`src/rtl/vtc_map.svh`:
```
`ifndef VTC_MAP_SVH
`define VTC_MAP_SVH
// Internal register indices behind the address pointer
`define VTC_REG_FILL_LO 4'h0
`define VTC_REG_FILL_HI 4'h1
`define VTC_REG_TOS_LO 4'h2
`define VTC_REG_TOS_HI 4'h3
`define VTC_REG_CUR_LO 4'h4
`define VTC_REG_CUR_HI 4'h5
`define VTC_REG_ATTR 4'h6
`define VTC_REG_MODE 4'h7
`define VTC_REG_CHAR 4'h8
`define VTC_REG_CADDR_LO 4'h9
`define VTC_REG_CADDR_HI 4'ha
// Field positions
`define VTC_MODE_AUTOINC 0
`define VTC_MODE_FILL 1
`define VTC_ATTR_INTENS 0
`define VTC_STAT_DONE 7
// Reset values
`define VTC_MODE_RESET 8'h00
`define VTC_ATTR_RESET 8'h00
// Timing defaults
`define VTC_PRESCALE 2
`define VTC_DOTS 8
`define VTC_HTOT 100
`define VTC_HVIS 80
`define VTC_HSS 84
`define VTC_HSW 8
`define VTC_SCANS 10
`define VTC_VTOT 262
`define VTC_VVIS 240
`define VTC_VSS 245
`define VTC_VSW 3
`endif

```
`src/rtl/vtc_pkg.sv`:
```
package vtc_pkg;
    typedef enum logic [1:0] {
        MA_IDLE = 2'b00,
        MA_WRITE = 2'b01,
        MA_READ = 2'b10
    } mem_access_type;
endpackage

```
`src/rtl/video_terminal_controller.sv`:
```
// Overview of operation
// - Dot clock enable comes from a prescaler of the crystal input.
// - Character clock pulses once every programmed number of dot clocks.
// - Dot-rate shift register serialises each cell's pixel row to video.
// - Timing counters make line, frame and combined sync.
// - Combined sync is line XOR frame sync, usable for composite video.
// - Memory writes happen in line blanking with an active-low write strobe.
// - Each frame the screen counter loads the start address and walks one screen.
// - Cursor flag set when screen counter equals cursor address.
// - Fill writes successive cells and stops before the fill end address.
// - Character access counter addresses host-initiated memory transfers.
// - Address mux picks refresh counter or character access counter.
// - Memory address is 11 bits, memory data bus 8 bits two-way.
// - Host data moves only while host strobe is low, direction by the read/write line.
// - Video output is active low: high black, low white.
// - Intensity output is aligned with the pixels it modifies.
// - Font ROM gets a 16-bit address and returns 8 pixel bits.
// - Writing the address pointer selects the register for the next data access.
// - Status bit 7 reports the character transfer as done.
// - Auto-increment advances the character address, not the cursor.
`include "vtc_map.svh"
`timescale 1ns/10ps
`default_nettype none
module video_terminal_controller #(
    parameter int PRESCALE = `VTC_PRESCALE,
    parameter int DOTS = `VTC_DOTS,
    parameter int HTOT = `VTC_HTOT,
    parameter int HVIS = `VTC_HVIS,
    parameter int HSS = `VTC_HSS,
    parameter int HSW = `VTC_HSW,
    parameter int SCANS = `VTC_SCANS,
    parameter int VTOT = `VTC_VTOT,
    parameter int VVIS = `VTC_VVIS,
    parameter int VSS = `VTC_VSS,
    parameter int VSW = `VTC_VSW
) (
    input wire logic ref_clk_i,
    input wire logic rst_i,
    input wire logic crystal_in_i,
    input wire logic host_strobe_n_i,
    input wire logic host_rw_i,
    input wire logic host_sel_i,
    input wire logic [7:0] host_data_bus_i,
    output logic [7:0] host_data_bus_o,
    output logic host_data_bus_oe_o,
    output logic [10:0] display_mem_addr_o,
    input wire logic [7:0] display_data_bus_i,
    output logic [7:0] display_data_bus_o,
    output logic display_data_bus_oe_o,
    output logic display_write_n_o,
    output logic [15:0] font_rom_addr_o,
    input wire logic [7:0] font_rom_data_i,
    output logic line_sync_out_o,
    output logic frame_sync_out_o,
    output logic combined_sync_out_o,
    output logic video_n_o,
    output logic intensity_out_o
);
    import vtc_pkg::*;

    // Two-flop synchronisers for every pin input except clock and reset
    logic [2:0] xtal_s_r;
    logic [1:0] strb_s_r, rw_s_r, sel_s_r;
    logic [7:0] hd_m_r, hd_s_r, dd_m_r, dd_s_r, rom_m_r, rom_s_r;
    logic strb_d_r;
    always_ff @(posedge ref_clk_i or posedge rst_i) begin
        if (rst_i) begin
            xtal_s_r <= 3'h0;
            strb_s_r <= 2'h3;
            strb_d_r <= 1'b1;
            rw_s_r <= 2'h3;
            sel_s_r <= 2'h0;
            {hd_m_r, hd_s_r, dd_m_r, dd_s_r, rom_m_r, rom_s_r} <= 48'h0;
        end else begin
            xtal_s_r <= {xtal_s_r[1:0], crystal_in_i};
            strb_s_r <= {strb_s_r[0], host_strobe_n_i};
            strb_d_r <= strb_s_r[1];
            rw_s_r <= {rw_s_r[0], host_rw_i};
            sel_s_r <= {sel_s_r[0], host_sel_i};
            {hd_m_r, hd_s_r} <= {host_data_bus_i, hd_m_r};
            {dd_m_r, dd_s_r} <= {display_data_bus_i, dd_m_r};
            {rom_m_r, rom_s_r} <= {font_rom_data_i, rom_m_r};
        end
    end

    // Dot and character dividers
    logic [7:0] pre_r, dot_r;
    logic [7:0] h_r;
    logic [3:0] s_r;
    logic [9:0] v_r;
    wire xtal_rise = xtal_s_r[1] & ~xtal_s_r[2];
    wire dot_en = xtal_rise && (pre_r == 8'(PRESCALE - 1));
    wire char_tick = dot_en && (dot_r == 8'(DOTS - 1));
    wire line_end = char_tick && (h_r == 8'(HTOT - 1));
    wire frame_start = line_end && (v_r == 10'(VTOT - 1));
    wire h_vis = h_r < 8'(HVIS);
    wire v_vis = v_r < 10'(VVIS);
    wire fetch = char_tick && h_vis && v_vis;
    wire hs_w = (h_r >= 8'(HSS)) && (h_r < 8'(HSS + HSW));
    wire vs_w = (v_r >= 10'(VSS)) && (v_r < 10'(VSS + VSW));
    always_ff @(posedge ref_clk_i or posedge rst_i) begin
        if (rst_i) begin
            pre_r <= 8'h0;
            dot_r <= 8'h0;
            h_r <= 8'h0;
            s_r <= 4'h0;
            v_r <= 10'h0;
        end else begin
            if (xtal_rise) begin
                pre_r <= dot_en ? 8'h0 : pre_r + 8'h1;
            end
            if (dot_en) begin
                dot_r <= char_tick ? 8'h0 : dot_r + 8'h1;
            end
            if (char_tick) begin
                h_r <= line_end ? 8'h0 : h_r + 8'h1;
            end
            if (line_end) begin
                v_r <= frame_start ? 10'h0 : v_r + 10'h1;
                s_r <= (frame_start || s_r == 4'(SCANS - 1)) ? 4'h0 : s_r + 4'h1;
            end
        end
    end

    // Host registers and memory access sequencer
    logic [3:0] ptr_r;
    logic [10:0] fill_end_r, tos_r, cur_r, caddr_r, disp_r, row_r;
    logic [7:0] attr_r, mode_r, cdata_r;
    logic wr_pend_r, rd_pend_r, fill_r;
    mem_access_type ma_r;
    wire strobe_fall = strb_d_r & ~strb_s_r[1];
    wire host_wr = strobe_fall & ~rw_s_r[1];
    wire host_rd = strobe_fall & rw_s_r[1];
    wire data_wr = host_wr & ~sel_s_r[1];
    wire char_wr = data_wr && ptr_r == `VTC_REG_CHAR;
    wire char_rd = host_rd && ~sel_s_r[1] && ptr_r == `VTC_REG_CHAR;
    wire auto_inc = mode_r[`VTC_MODE_AUTOINC];
    wire [10:0] caddr_inc = caddr_r + 11'h1;
    wire done = ~wr_pend_r & ~rd_pend_r & (ma_r == MA_IDLE);
    wire access_win = char_tick && !h_vis && h_r < 8'(HTOT - 2);
    wire ma_end = char_tick && ma_r != MA_IDLE;
    wire fill_more = fill_r && caddr_inc != fill_end_r;
    wire [10:0] mux_addr = (ma_r != MA_IDLE) ? caddr_r : disp_r;
    logic [7:0] rd_data;
    always_comb begin
        unique case (ptr_r)
            `VTC_REG_FILL_LO: rd_data = fill_end_r[7:0];
            `VTC_REG_FILL_HI: rd_data = {5'h0, fill_end_r[10:8]};
            `VTC_REG_TOS_LO: rd_data = tos_r[7:0];
            `VTC_REG_TOS_HI: rd_data = {5'h0, tos_r[10:8]};
            `VTC_REG_CUR_LO: rd_data = cur_r[7:0];
            `VTC_REG_CUR_HI: rd_data = {5'h0, cur_r[10:8]};
            `VTC_REG_ATTR: rd_data = attr_r;
            `VTC_REG_MODE: rd_data = mode_r;
            `VTC_REG_CHAR: rd_data = cdata_r;
            `VTC_REG_CADDR_LO: rd_data = caddr_r[7:0];
            `VTC_REG_CADDR_HI: rd_data = {5'h0, caddr_r[10:8]};
            default: rd_data = 8'h00;
        endcase
    end

    always_ff @(posedge ref_clk_i or posedge rst_i) begin
        if (rst_i) begin
            ptr_r <= 4'h0;
            {fill_end_r, tos_r, cur_r} <= 33'h0;
            attr_r <= `VTC_ATTR_RESET;
            mode_r <= `VTC_MODE_RESET;
            host_data_bus_o <= 8'h00;
            host_data_bus_oe_o <= 1'b0;
        end else begin
            host_data_bus_oe_o <= ~strb_s_r[1] & rw_s_r[1];
            if (host_rd) begin
                host_data_bus_o <= sel_s_r[1] ? {done, 7'h0} : rd_data;
            end
            if (host_wr && sel_s_r[1]) begin
                ptr_r <= hd_s_r[3:0];
            end
            if (data_wr) begin
                unique case (ptr_r)
                    `VTC_REG_FILL_LO: fill_end_r[7:0] <= hd_s_r;
                    `VTC_REG_FILL_HI: fill_end_r[10:8] <= hd_s_r[2:0];
                    `VTC_REG_TOS_LO: tos_r[7:0] <= hd_s_r;
                    `VTC_REG_TOS_HI: tos_r[10:8] <= hd_s_r[2:0];
                    `VTC_REG_CUR_LO: cur_r[7:0] <= hd_s_r;
                    `VTC_REG_CUR_HI: cur_r[10:8] <= hd_s_r[2:0];
                    `VTC_REG_ATTR: attr_r <= hd_s_r;
                    `VTC_REG_MODE: mode_r <= hd_s_r;
                    default: ;
                endcase
            end
        end
    end

    // Character transfers run in line blanking so refresh never stalls
    always_ff @(posedge ref_clk_i or posedge rst_i) begin
        if (rst_i) begin
            ma_r <= MA_IDLE;
            caddr_r <= 11'h0;
            cdata_r <= 8'h00;
            {wr_pend_r, rd_pend_r, fill_r} <= 3'h0;
        end else begin
            if (ma_end) begin
                ma_r <= MA_IDLE;
                if (ma_r == MA_READ) begin
                    cdata_r <= dd_s_r;
                    rd_pend_r <= 1'b0;
                end else begin
                    wr_pend_r <= fill_more;
                    fill_r <= fill_more;
                    if (auto_inc || fill_r) begin
                        caddr_r <= caddr_inc;
                    end
                end
            end else if (access_win && (wr_pend_r || rd_pend_r)) begin
                ma_r <= wr_pend_r ? MA_WRITE : MA_READ;
            end
            if (char_wr) begin
                cdata_r <= hd_s_r;
                wr_pend_r <= 1'b1;
                fill_r <= mode_r[`VTC_MODE_FILL];
            end else if (char_rd && auto_inc) begin
                caddr_r <= caddr_inc;
                rd_pend_r <= 1'b1;
            end else if (data_wr && ptr_r == `VTC_REG_CADDR_LO) begin
                caddr_r[7:0] <= hd_s_r;
                rd_pend_r <= 1'b1;
            end else if (data_wr && ptr_r == `VTC_REG_CADDR_HI) begin
                caddr_r[10:8] <= hd_s_r[2:0];
                rd_pend_r <= 1'b1;
            end
        end
    end

    // Screen refresh counter and pixel pipeline
    logic [7:0] code_r, shift_r;
    logic curs_r, fv_r, vis_r, int_r;
    always_ff @(posedge ref_clk_i or posedge rst_i) begin
        if (rst_i) begin
            disp_r <= 11'h0;
            row_r <= 11'h0;
            {code_r, shift_r} <= 16'h0;
            {curs_r, fv_r, vis_r, int_r} <= 4'h0;
        end else begin
            if (frame_start) begin
                disp_r <= tos_r;
                row_r <= tos_r;
            end else if (line_end && v_vis) begin
                if (s_r == 4'(SCANS - 1)) begin
                    row_r <= disp_r;
                end else begin
                    disp_r <= row_r;
                end
            end else if (fetch) begin
                disp_r <= disp_r + 11'h1;
            end
            if (char_tick) begin
                code_r <= dd_s_r;
                curs_r <= fetch && disp_r == cur_r;
                fv_r <= fetch;
                vis_r <= fv_r;
                int_r <= fv_r & attr_r[`VTC_ATTR_INTENS];
            end
            if (dot_en) begin
                shift_r <= char_tick ? (rom_s_r ^ {8{curs_r}}) : {shift_r[6:0], 1'b0};
            end
        end
    end

    // Registered pin drivers
    always_ff @(posedge ref_clk_i or posedge rst_i) begin
        if (rst_i) begin
            display_mem_addr_o <= 11'h0;
            display_data_bus_o <= 8'h00;
            display_data_bus_oe_o <= 1'b0;
            display_write_n_o <= 1'b1;
            font_rom_addr_o <= 16'h0;
            {line_sync_out_o, frame_sync_out_o, combined_sync_out_o} <= 3'h0;
            video_n_o <= 1'b1;
            intensity_out_o <= 1'b0;
        end else begin
            display_mem_addr_o <= mux_addr;
            display_data_bus_o <= cdata_r;
            display_data_bus_oe_o <= ma_r == MA_WRITE;
            display_write_n_o <= ma_r != MA_WRITE;
            font_rom_addr_o <= {4'h0, code_r, s_r};
            line_sync_out_o <= hs_w;
            frame_sync_out_o <= vs_w;
            combined_sync_out_o <= hs_w ^ vs_w;
            video_n_o <= ~(vis_r & shift_r[7]);
            intensity_out_o <= vis_r & int_r;
        end
    end
endmodule
`default_nettype wire

```
`config.mk`:
```
export PLATFORM = sky130hd
export DESIGN_NAME = video_terminal_controller
export DESIGN_NICKNAME = d
export VERILOG_FILES = /design/src/rtl/vtc_pkg.sv /design/src/rtl/video_terminal_controller.sv
export VERILOG_INCLUDE_DIRS = /design/src /design/src/rtl
export SDC_FILE = /design/constraint.sdc
export NUM_CORES = 1
export LEC_CHECK = 0
export ABC_CLOCK_PERIOD_IN_PS = 12800
export BUFFER_PORTS_ARGS = -buffer_cell sky130_fd_sc_hd__buf_2
export CAP_MARGIN = 5
export CORE_MARGIN = 2
export CORE_UTILIZATION = 60
export CTS_CLUSTER_SIZE = 12
export DETAILED_ROUTE_END_ITERATION = 16
export PLACE_DENSITY = 0.79
export SYNTH_ARGS = -nofsm -noshare
export SYNTH_HDL_FRONTEND = slang
export SYNTH_SLANG_ARGS = --single-unit
```
`constraint.sdc`:
```
create_clock -name ref_clk_i -period 12.8 [get_ports ref_clk_i]
set_clock_uncertainty 0.1 [all_clocks]
set_input_delay 2.56 -clock ref_clk_i [delete_from_list [all_inputs] [get_ports ref_clk_i]]
set_output_delay 2.56 -clock ref_clk_i [all_outputs]
set_load 0.02 [all_outputs]
```
==> out/results.tsv, run 1 <==
metric	value	unit
routability cong.	0.933	
Crit Path Class	reg -> out	
power per cell area	159	mW/mm2
Seq cells post-synth	262	
DRC errors left	0	
area grow syn2layout	11.2	%
Setup Fix Bufs, Post-CTS	0	
final setup vio count	0	
All-Layer GR Usage	0.263	
Max Cap Viol	0	
critical path's largest stage delay	0.51	ns
Syn Std Cell Area	0.0115	mm2
Distinct cells, synth	72	
Worst Path Required	10.14	ns
FMAX	260	MHz
CP delay by family, top	flip-flops	
ys async rst share	1.00	
WL/cell	19.3	um
cts bufs inserted	27	
Die Wd	143	um
total core area	0.0188	mm2
slowest stage cell on the critical path	dfstp_2	
Crit Path Max Fanout	1	
WP depth	1	
vias in the first global route	7746	
clock root cell	clkbuf_16	
worst reg2reg path depth	8	
CP bufs+invs	1	
Yosys Warn Count	0	
Via density	6.03	
Max Slew Vio Count	0	
Filler cells	1411	
IO Pins	81	
Worst setup startpoint	video_n_o	
final net count	1119	
clk_lat worst skew	0.53	ns
Final Cycle Share	0.300	
RSZ-0062 raised after global routing	false	
diode count	0	
worst vdd ir	107	uV
Cells after Synth	1018	
PostCTS Resize Cnt	0	
Final Critical Period	3.84	ns
worst setup path endpoint	video_n_o	
fin cells	1331	
Relative slew margins	0.270	
DR pass1 iterations	5	
die area	0.0203	mm2
crit path cell chain	buf_2	
leakage power	6.01	nW
r2r startpoint	pre_r[1]	
CTS H-tree lvls	1	
gr ovfl total	0	
hold buffer count at CTS	0	
clk buf depth	3	
Clock Pin Slew Worst Setup and Hold Paths	0.06	ns
CP Launch Type	flip-flop	
sequential fraction of the synthesis area	0.570	
clock sinks	262	
Cells after DPL	1282	
share of cells above drive strength 1	0.191	
R2R Setup Slk	9.28	ns
number of port buffers	76	
status	finished, final reports clean	
Hold Crit Class	reg -> reg	
largest net degree at the start of global routing	125	
Core Rows	50	
Hold Vio Cnt, Final	0	
Post-synth top flop	dfrtp_1	
post-synthesis area per instance	11.3	um2
Setup crit end kind	primary output	
First DRT Iteration DRCs	784	
die height	143	um
Crit path arrival time	1.18	ns
Worst-Margin Slew	1.09	ns
Post-synth EDFFs	0	
Starting Density	0.614	
RR Endpoint	cdata_r[6]	
CTS tree	yes	
DRT Wirelength	25600	um
first-pass GRT wire length	41800	um
vias	8028	
setup TNS	0	ns
DRT antenna net count	0	
initial antenna violation count	0	
Post-DP HPWL	17700	um
final cells by class:
cell class	count	area (um2)	share of cell area
Clock buffer	47	801	0.0625
Clock inverter	2	13.8	0.00107
Inverter	15	63.8	0.00498
Multi-Input combinational cell	689	4650	0.363
Sequential cell	262	6570	0.512
Tap cell	234	293	0.0228
Timing Repair Buffer	82	425	0.0332
cells in the final DEF (no fill, tap or decap), types with 6 or more instances in the layout:
cell,n
and3_1,11
and2_1,7
buf_4,6
ha_1,12
buf_2,76
o22ai_1,9
a22o_1,14
xor2_1,15
o21ai_0,64
mux2_2,66
dfstp_2,7
nand4_1,17
dfrtp_1,255
xnor2_1,48
a31oi_1,7
inv_1,14
clkbuf_16,27
nand3_1,35
nand2b_1,10
nand2_1,117
nor2_1,62
a22oi_1,7
a21oi_1,35
mux2i_1,29
clkbuf_1,15
nor3_1,16
nor2b_1,7
o2bb2ai_1,8
power by group:
part | leakage (nW) | switching [W] | internal, W
registers | 3.44 | 0.000114 | 0.000919
logic | 2.17 | 0.000158 | 0.000128
clock network | 0.394 | 0.000300 | 0.000420
registers in the layout (all words and copies together), names as in the netlist, 10 cells and up:
register,flops
v_r,10
font_rom_addr_o,12
caddr_r,11
fill_end_r,11
cur_r,11
tos_r,11
row_r,11
display_mem_addr_o,11
disp_r,11
logic make-up (layout without fill, tap and decap cells):
group / Yosys count / in the layout / share of synthesized area
compound gates: 188 / 188 / 0.106
xor+xnor: 63 / 63 / 0.0479
fa+ha+maj: 12 / 12 / 0.0130
buf+inv: 70 / 146 / 0.0276
flops: 262 / 262 / 0.570
mux: 95 / 95 / 0.0897
other cells: 1 / 4 / 0.000325
simple gates: 327 / 327 / 0.145
cell usage after synthesis (8+ instances only):
cell | count | area (um2)
dfrtp_1 | 255 | 6380
buf_4 | 8 | 60.1
ha_1 | 12 | 150
and3_1 | 11 | 68.8
a22o_1 | 14 | 123
a21oi_1 | 35 | 175
nor3_1 | 16 | 80.1
buf_2 | 14 | 70.1
xor2_1 | 15 | 131
xnor2_1 | 48 | 420
nand2_1 | 117 | 439
clkbuf_1 | 25 | 93.8
o2bb2ai_1 | 8 | 70.1
nand2b_1 | 10 | 62.6
inv_1 | 15 | 56.3
nor2_1 | 62 | 233
mux2i_1 | 29 | 290
nand4_1 | 17 | 106
mux2_2 | 66 | 743
o21ai_0 | 64 | 320
o22ai_1 | 9 | 56.3
nand3_1 | 35 | 175
worst min path at each step:
stage	from	to	slack, ns	cells after the start
floorplan	dd_m_r[0]	dd_s_r[0]	0.23	0
global placement	dd_m_r[5]	dd_s_r[5]	0.23	0
detailed placement	dd_m_r[2]	dd_s_r[2]	0.23	0
CTS	rom_m_r[6]	rom_s_r[6]	0.24	0
global route	rom_m_r[6]	rom_s_r[6]	0.25	0
finish	rom_m_r[6]	rom_s_r[6]	0.24	0
through the flow:
step	worst slack [ns]	utilization	power (W)	cell area, um2	hold slack, ns
finish	8.96	0.683	0.00204	12800	0.239
floorplan	2.94	-	0.00122	11500	0.231
detailed placement	8.41	0.639	0.00133	12000	0.235
global placement	8.45	0.639	0.00132	12000	0.232
global route	8.74	0.683	0.00213	12800	0.245
CTS	8.94	0.683	0.00205	12800	0.245
per-layer routing:
metal | vias to the layer above | share of wire | global-route usage
met5 | - | 0 | 0
met4 | 0 | 0.024 | 0.0724
met3 | 52 | 0.073 | 0.0400
met2 | 324 | 0.46 | 0.400
met1 | 3932 | 0.44 | 0.400
li1 | 3720 | - | -
No activity file was read; power rests on OpenSTA's default activity.
==> run 2, diff against run 1 <==
ABC_CLOCK_PERIOD_IN_PS = 3110   (was 12800)
CORE_UTILIZATION = 54   (was 60)
PLACE_DENSITY = 0.75   (was 0.79)
clock period = 3.11 ns   (was 12.8 ns; I/O delays follow)
==> out/results.tsv, run 2 (same netlist as run 1, synthesis figures left out) <==
metric	value	unit	change
Crit Path Max Fanout	14		was 1
clock sinks	262		unchanged
DRT Wirelength	27600	um	was 25600 um
IO Pins	81		unchanged
initial antenna violation count	0		unchanged
final setup vio count	0		unchanged
GR met1 Demand/Resource	0.359		was 0.400
All-Layer GR Usage	0.250		was 0.263
vias	8194		was 8028
worst vdd ir	466	uV	was 107 uV
Worst-Margin Slew	0.962	ns	was 1.09 ns
CP bufs+invs	2		was 1
Max Slew Vio Count	0		unchanged
leakage power	6.16	nW	was 6.01 nW
total core area	0.0210	mm2	was 0.0188 mm2
Setup Fix Bufs, Post-CTS	0		unchanged
vias in the first global route	7772		was 7746
clk_lat worst skew	0.54	ns	was 0.53 ns
Worst Path Required	3.43	ns	was 10.14 ns
fin util	0.625		was 0.683
FMAX	388	MHz	
Hold Vio Cnt, Final	0		unchanged
Max Cap Viol	0		unchanged
CP delay by family, top	simple AND/OR/NAND/NOR gates		was flip-flops
cts bufs inserted	28		was 27
number of port buffers	76		unchanged
Relative slew margins	0.355		was 0.270
CP Launch Type	flip-flop		unchanged
DR pass1 iterations	5		unchanged
Cells after DPL	1346		was 1282
fin cells	1390		was 1331
die height	150	um	was 143 um
Core Rows	53		was 50
DRC errors left	0		unchanged
Hold Crit Class	in -> async		was reg -> reg
Clock Pin Slew Worst Setup and Hold Paths	0.07	ns	was 0.06 ns
most frequent cells in the layout	dfrtp_1, nand2_1, buf_2		unchanged
most common cell after layout, fill and taps aside	dfrtp_1		unchanged
power per cell area	657	mW/mm2	was 159 mW/mm2
status	finished, final reports clean		unchanged
met3 Use GR	0.0421		was 0.0400
Final Cycle Share	0.828		
share of cells above drive strength 1	0.214		was 0.191
RSZ-0062 raised after global routing	false		unchanged
Final Critical Period	2.58	ns	
die area	0.0225	mm2	was 0.0203 mm2
max FFs per register	12		unchanged
WL/cell	19.9	um	was 19.3 um
crit path cell chain	inv_1 -> ha_1 -> nor2b_1 -> and4_1 -> nand2_2 -> nor3b_2 -> buf_4 -> mux2i_1 -> a21oi_1		was buf_2
PostCTS Resize Cnt	0		unchanged
hold buffer count at CTS	0		unchanged
M2 GR Usage	0.388		was 0.400
first-pass GRT wire length	43100	um	was 41800 um
critical path's largest stage delay	0.47	ns	was 0.51 ns
Starting Density	0.550		was 0.614
gr ovfl total	0		unchanged
Crit path arrival time	2.89	ns	was 1.18 ns
routability cong.	0.961		was 0.933
CTS tree	yes		unchanged
Via density	5.89		was 6.03
DRT antenna net count	0		unchanged
Reg with most FFs	font_rom_addr_o		unchanged
CTS H-tree lvls	1		unchanged
largest net degree at the start of global routing	81		was 125
clock root cell	clkbuf_16		unchanged
diode count	0		unchanged
Die Wd	150	um	was 143 um
gr busiest metal	met2		unchanged
clk buf depth	3		unchanged
slowest stage cell on the critical path	and4_1		was dfstp_2
final net count	1143		was 1119
First DRT Iteration DRCs	752		was 784
Crit Path Class	reg -> reg		was reg -> out
Post-DP HPWL	19400	um	was 17700 um
Setup crit end kind	flip-flop		was primary output
area grow syn2layout	13.7	%	was 11.2%
==> run 2: cell count changes in the layout (fill, tap and decap cells not counted) <==
| cell | previous run | this run |
|---|---|---|
| clkbuf_1 | 15 | 4 |
| buf_4 | 6 | 27 |
| buf_12 | 0 | 2 |
| clkbuf_8 | 5 | 6 |
| clkbuf_16 | 27 | 29 |
| clkinvlp_4 | 0 | 1 |
| clkinv_2 | 1 | 3 |
| inv_6 | 0 | 1 |
| inv_8 | 1 | 0 |
==> run 2: cell type report <==
| type | count | area, um2 |
|---|---|---|
| repair buffers | 105 | 623 |
| fillers | 1698 | 7850 |
| clock inverters | 5 | 32.5 |
| well taps | 275 | 344 |
| clock buffers | 39 | 823 |
| multi-input cells | 689 | 4650 |
| flip-flops and latches | 262 | 6570 |
| inverters | 15 | 60.1 |
==> run 2: worst paths after layout <==
| path | startpoint | end | slack (ns) | depth (start not counted) |
|---|---|---|---|---|
| worst max-delay path | pre_r[1] | cdata_r[7] | 0.53 | 9 |
| max in group asynchronous | rst_i | video_n_o | 2.02 | 3 |
| min in group ref_clk_i | host_rw_i | rw_s_r[0] | 0.08 | 1 |
| worst min-delay path | rst_i | caddr_r[8] | 0.05 | 2 |
| worst max register to register | pre_r[1] | cdata_r[7] | 0.53 | 9 |
| worst min register to register | rom_m_r[2] | rom_s_r[2] | 0.24 | 0 |
==> run 2: stage by stage <==
step | hold slack [ns] | setup TNS, ns | total power, W | area [um2] | setup WS, ns
after global routing | 0.0643 | 0 | 0.00896 | 13100 | 0.319
final | 0.0507 | 0 | 0.00861 | 13100 | 0.533
after floorplan | 0.231 | -271.81 | 0.00503 | 11500 | -1.06
after global placement | 0.231 | 0 | 0.00548 | 12200 | 0.642
after detailed placement | 0.235 | 0 | 0.00552 | 12200 | 0.571
after CTS | 0.0575 | 0 | 0.00865 | 13100 | 0.550
==> run 2: per-layer routing <==
metal | vias up | wire, um
met5 | - | 0
met4 | 0 | 981
met3 | 70 | 2060
met2 | 324 | 12800
met1 | 4051 | 11800
li1 | 3749 | -
==> run 2: power breakdown <==
group	leakage [nW]	switching, W	internal [W]
sequential	3.44	0.000478	0.00378
combinational	2.29	0.000686	0.000548
clock	0.426	0.00130	0.00182
total	6.16	0.00246	0.00615
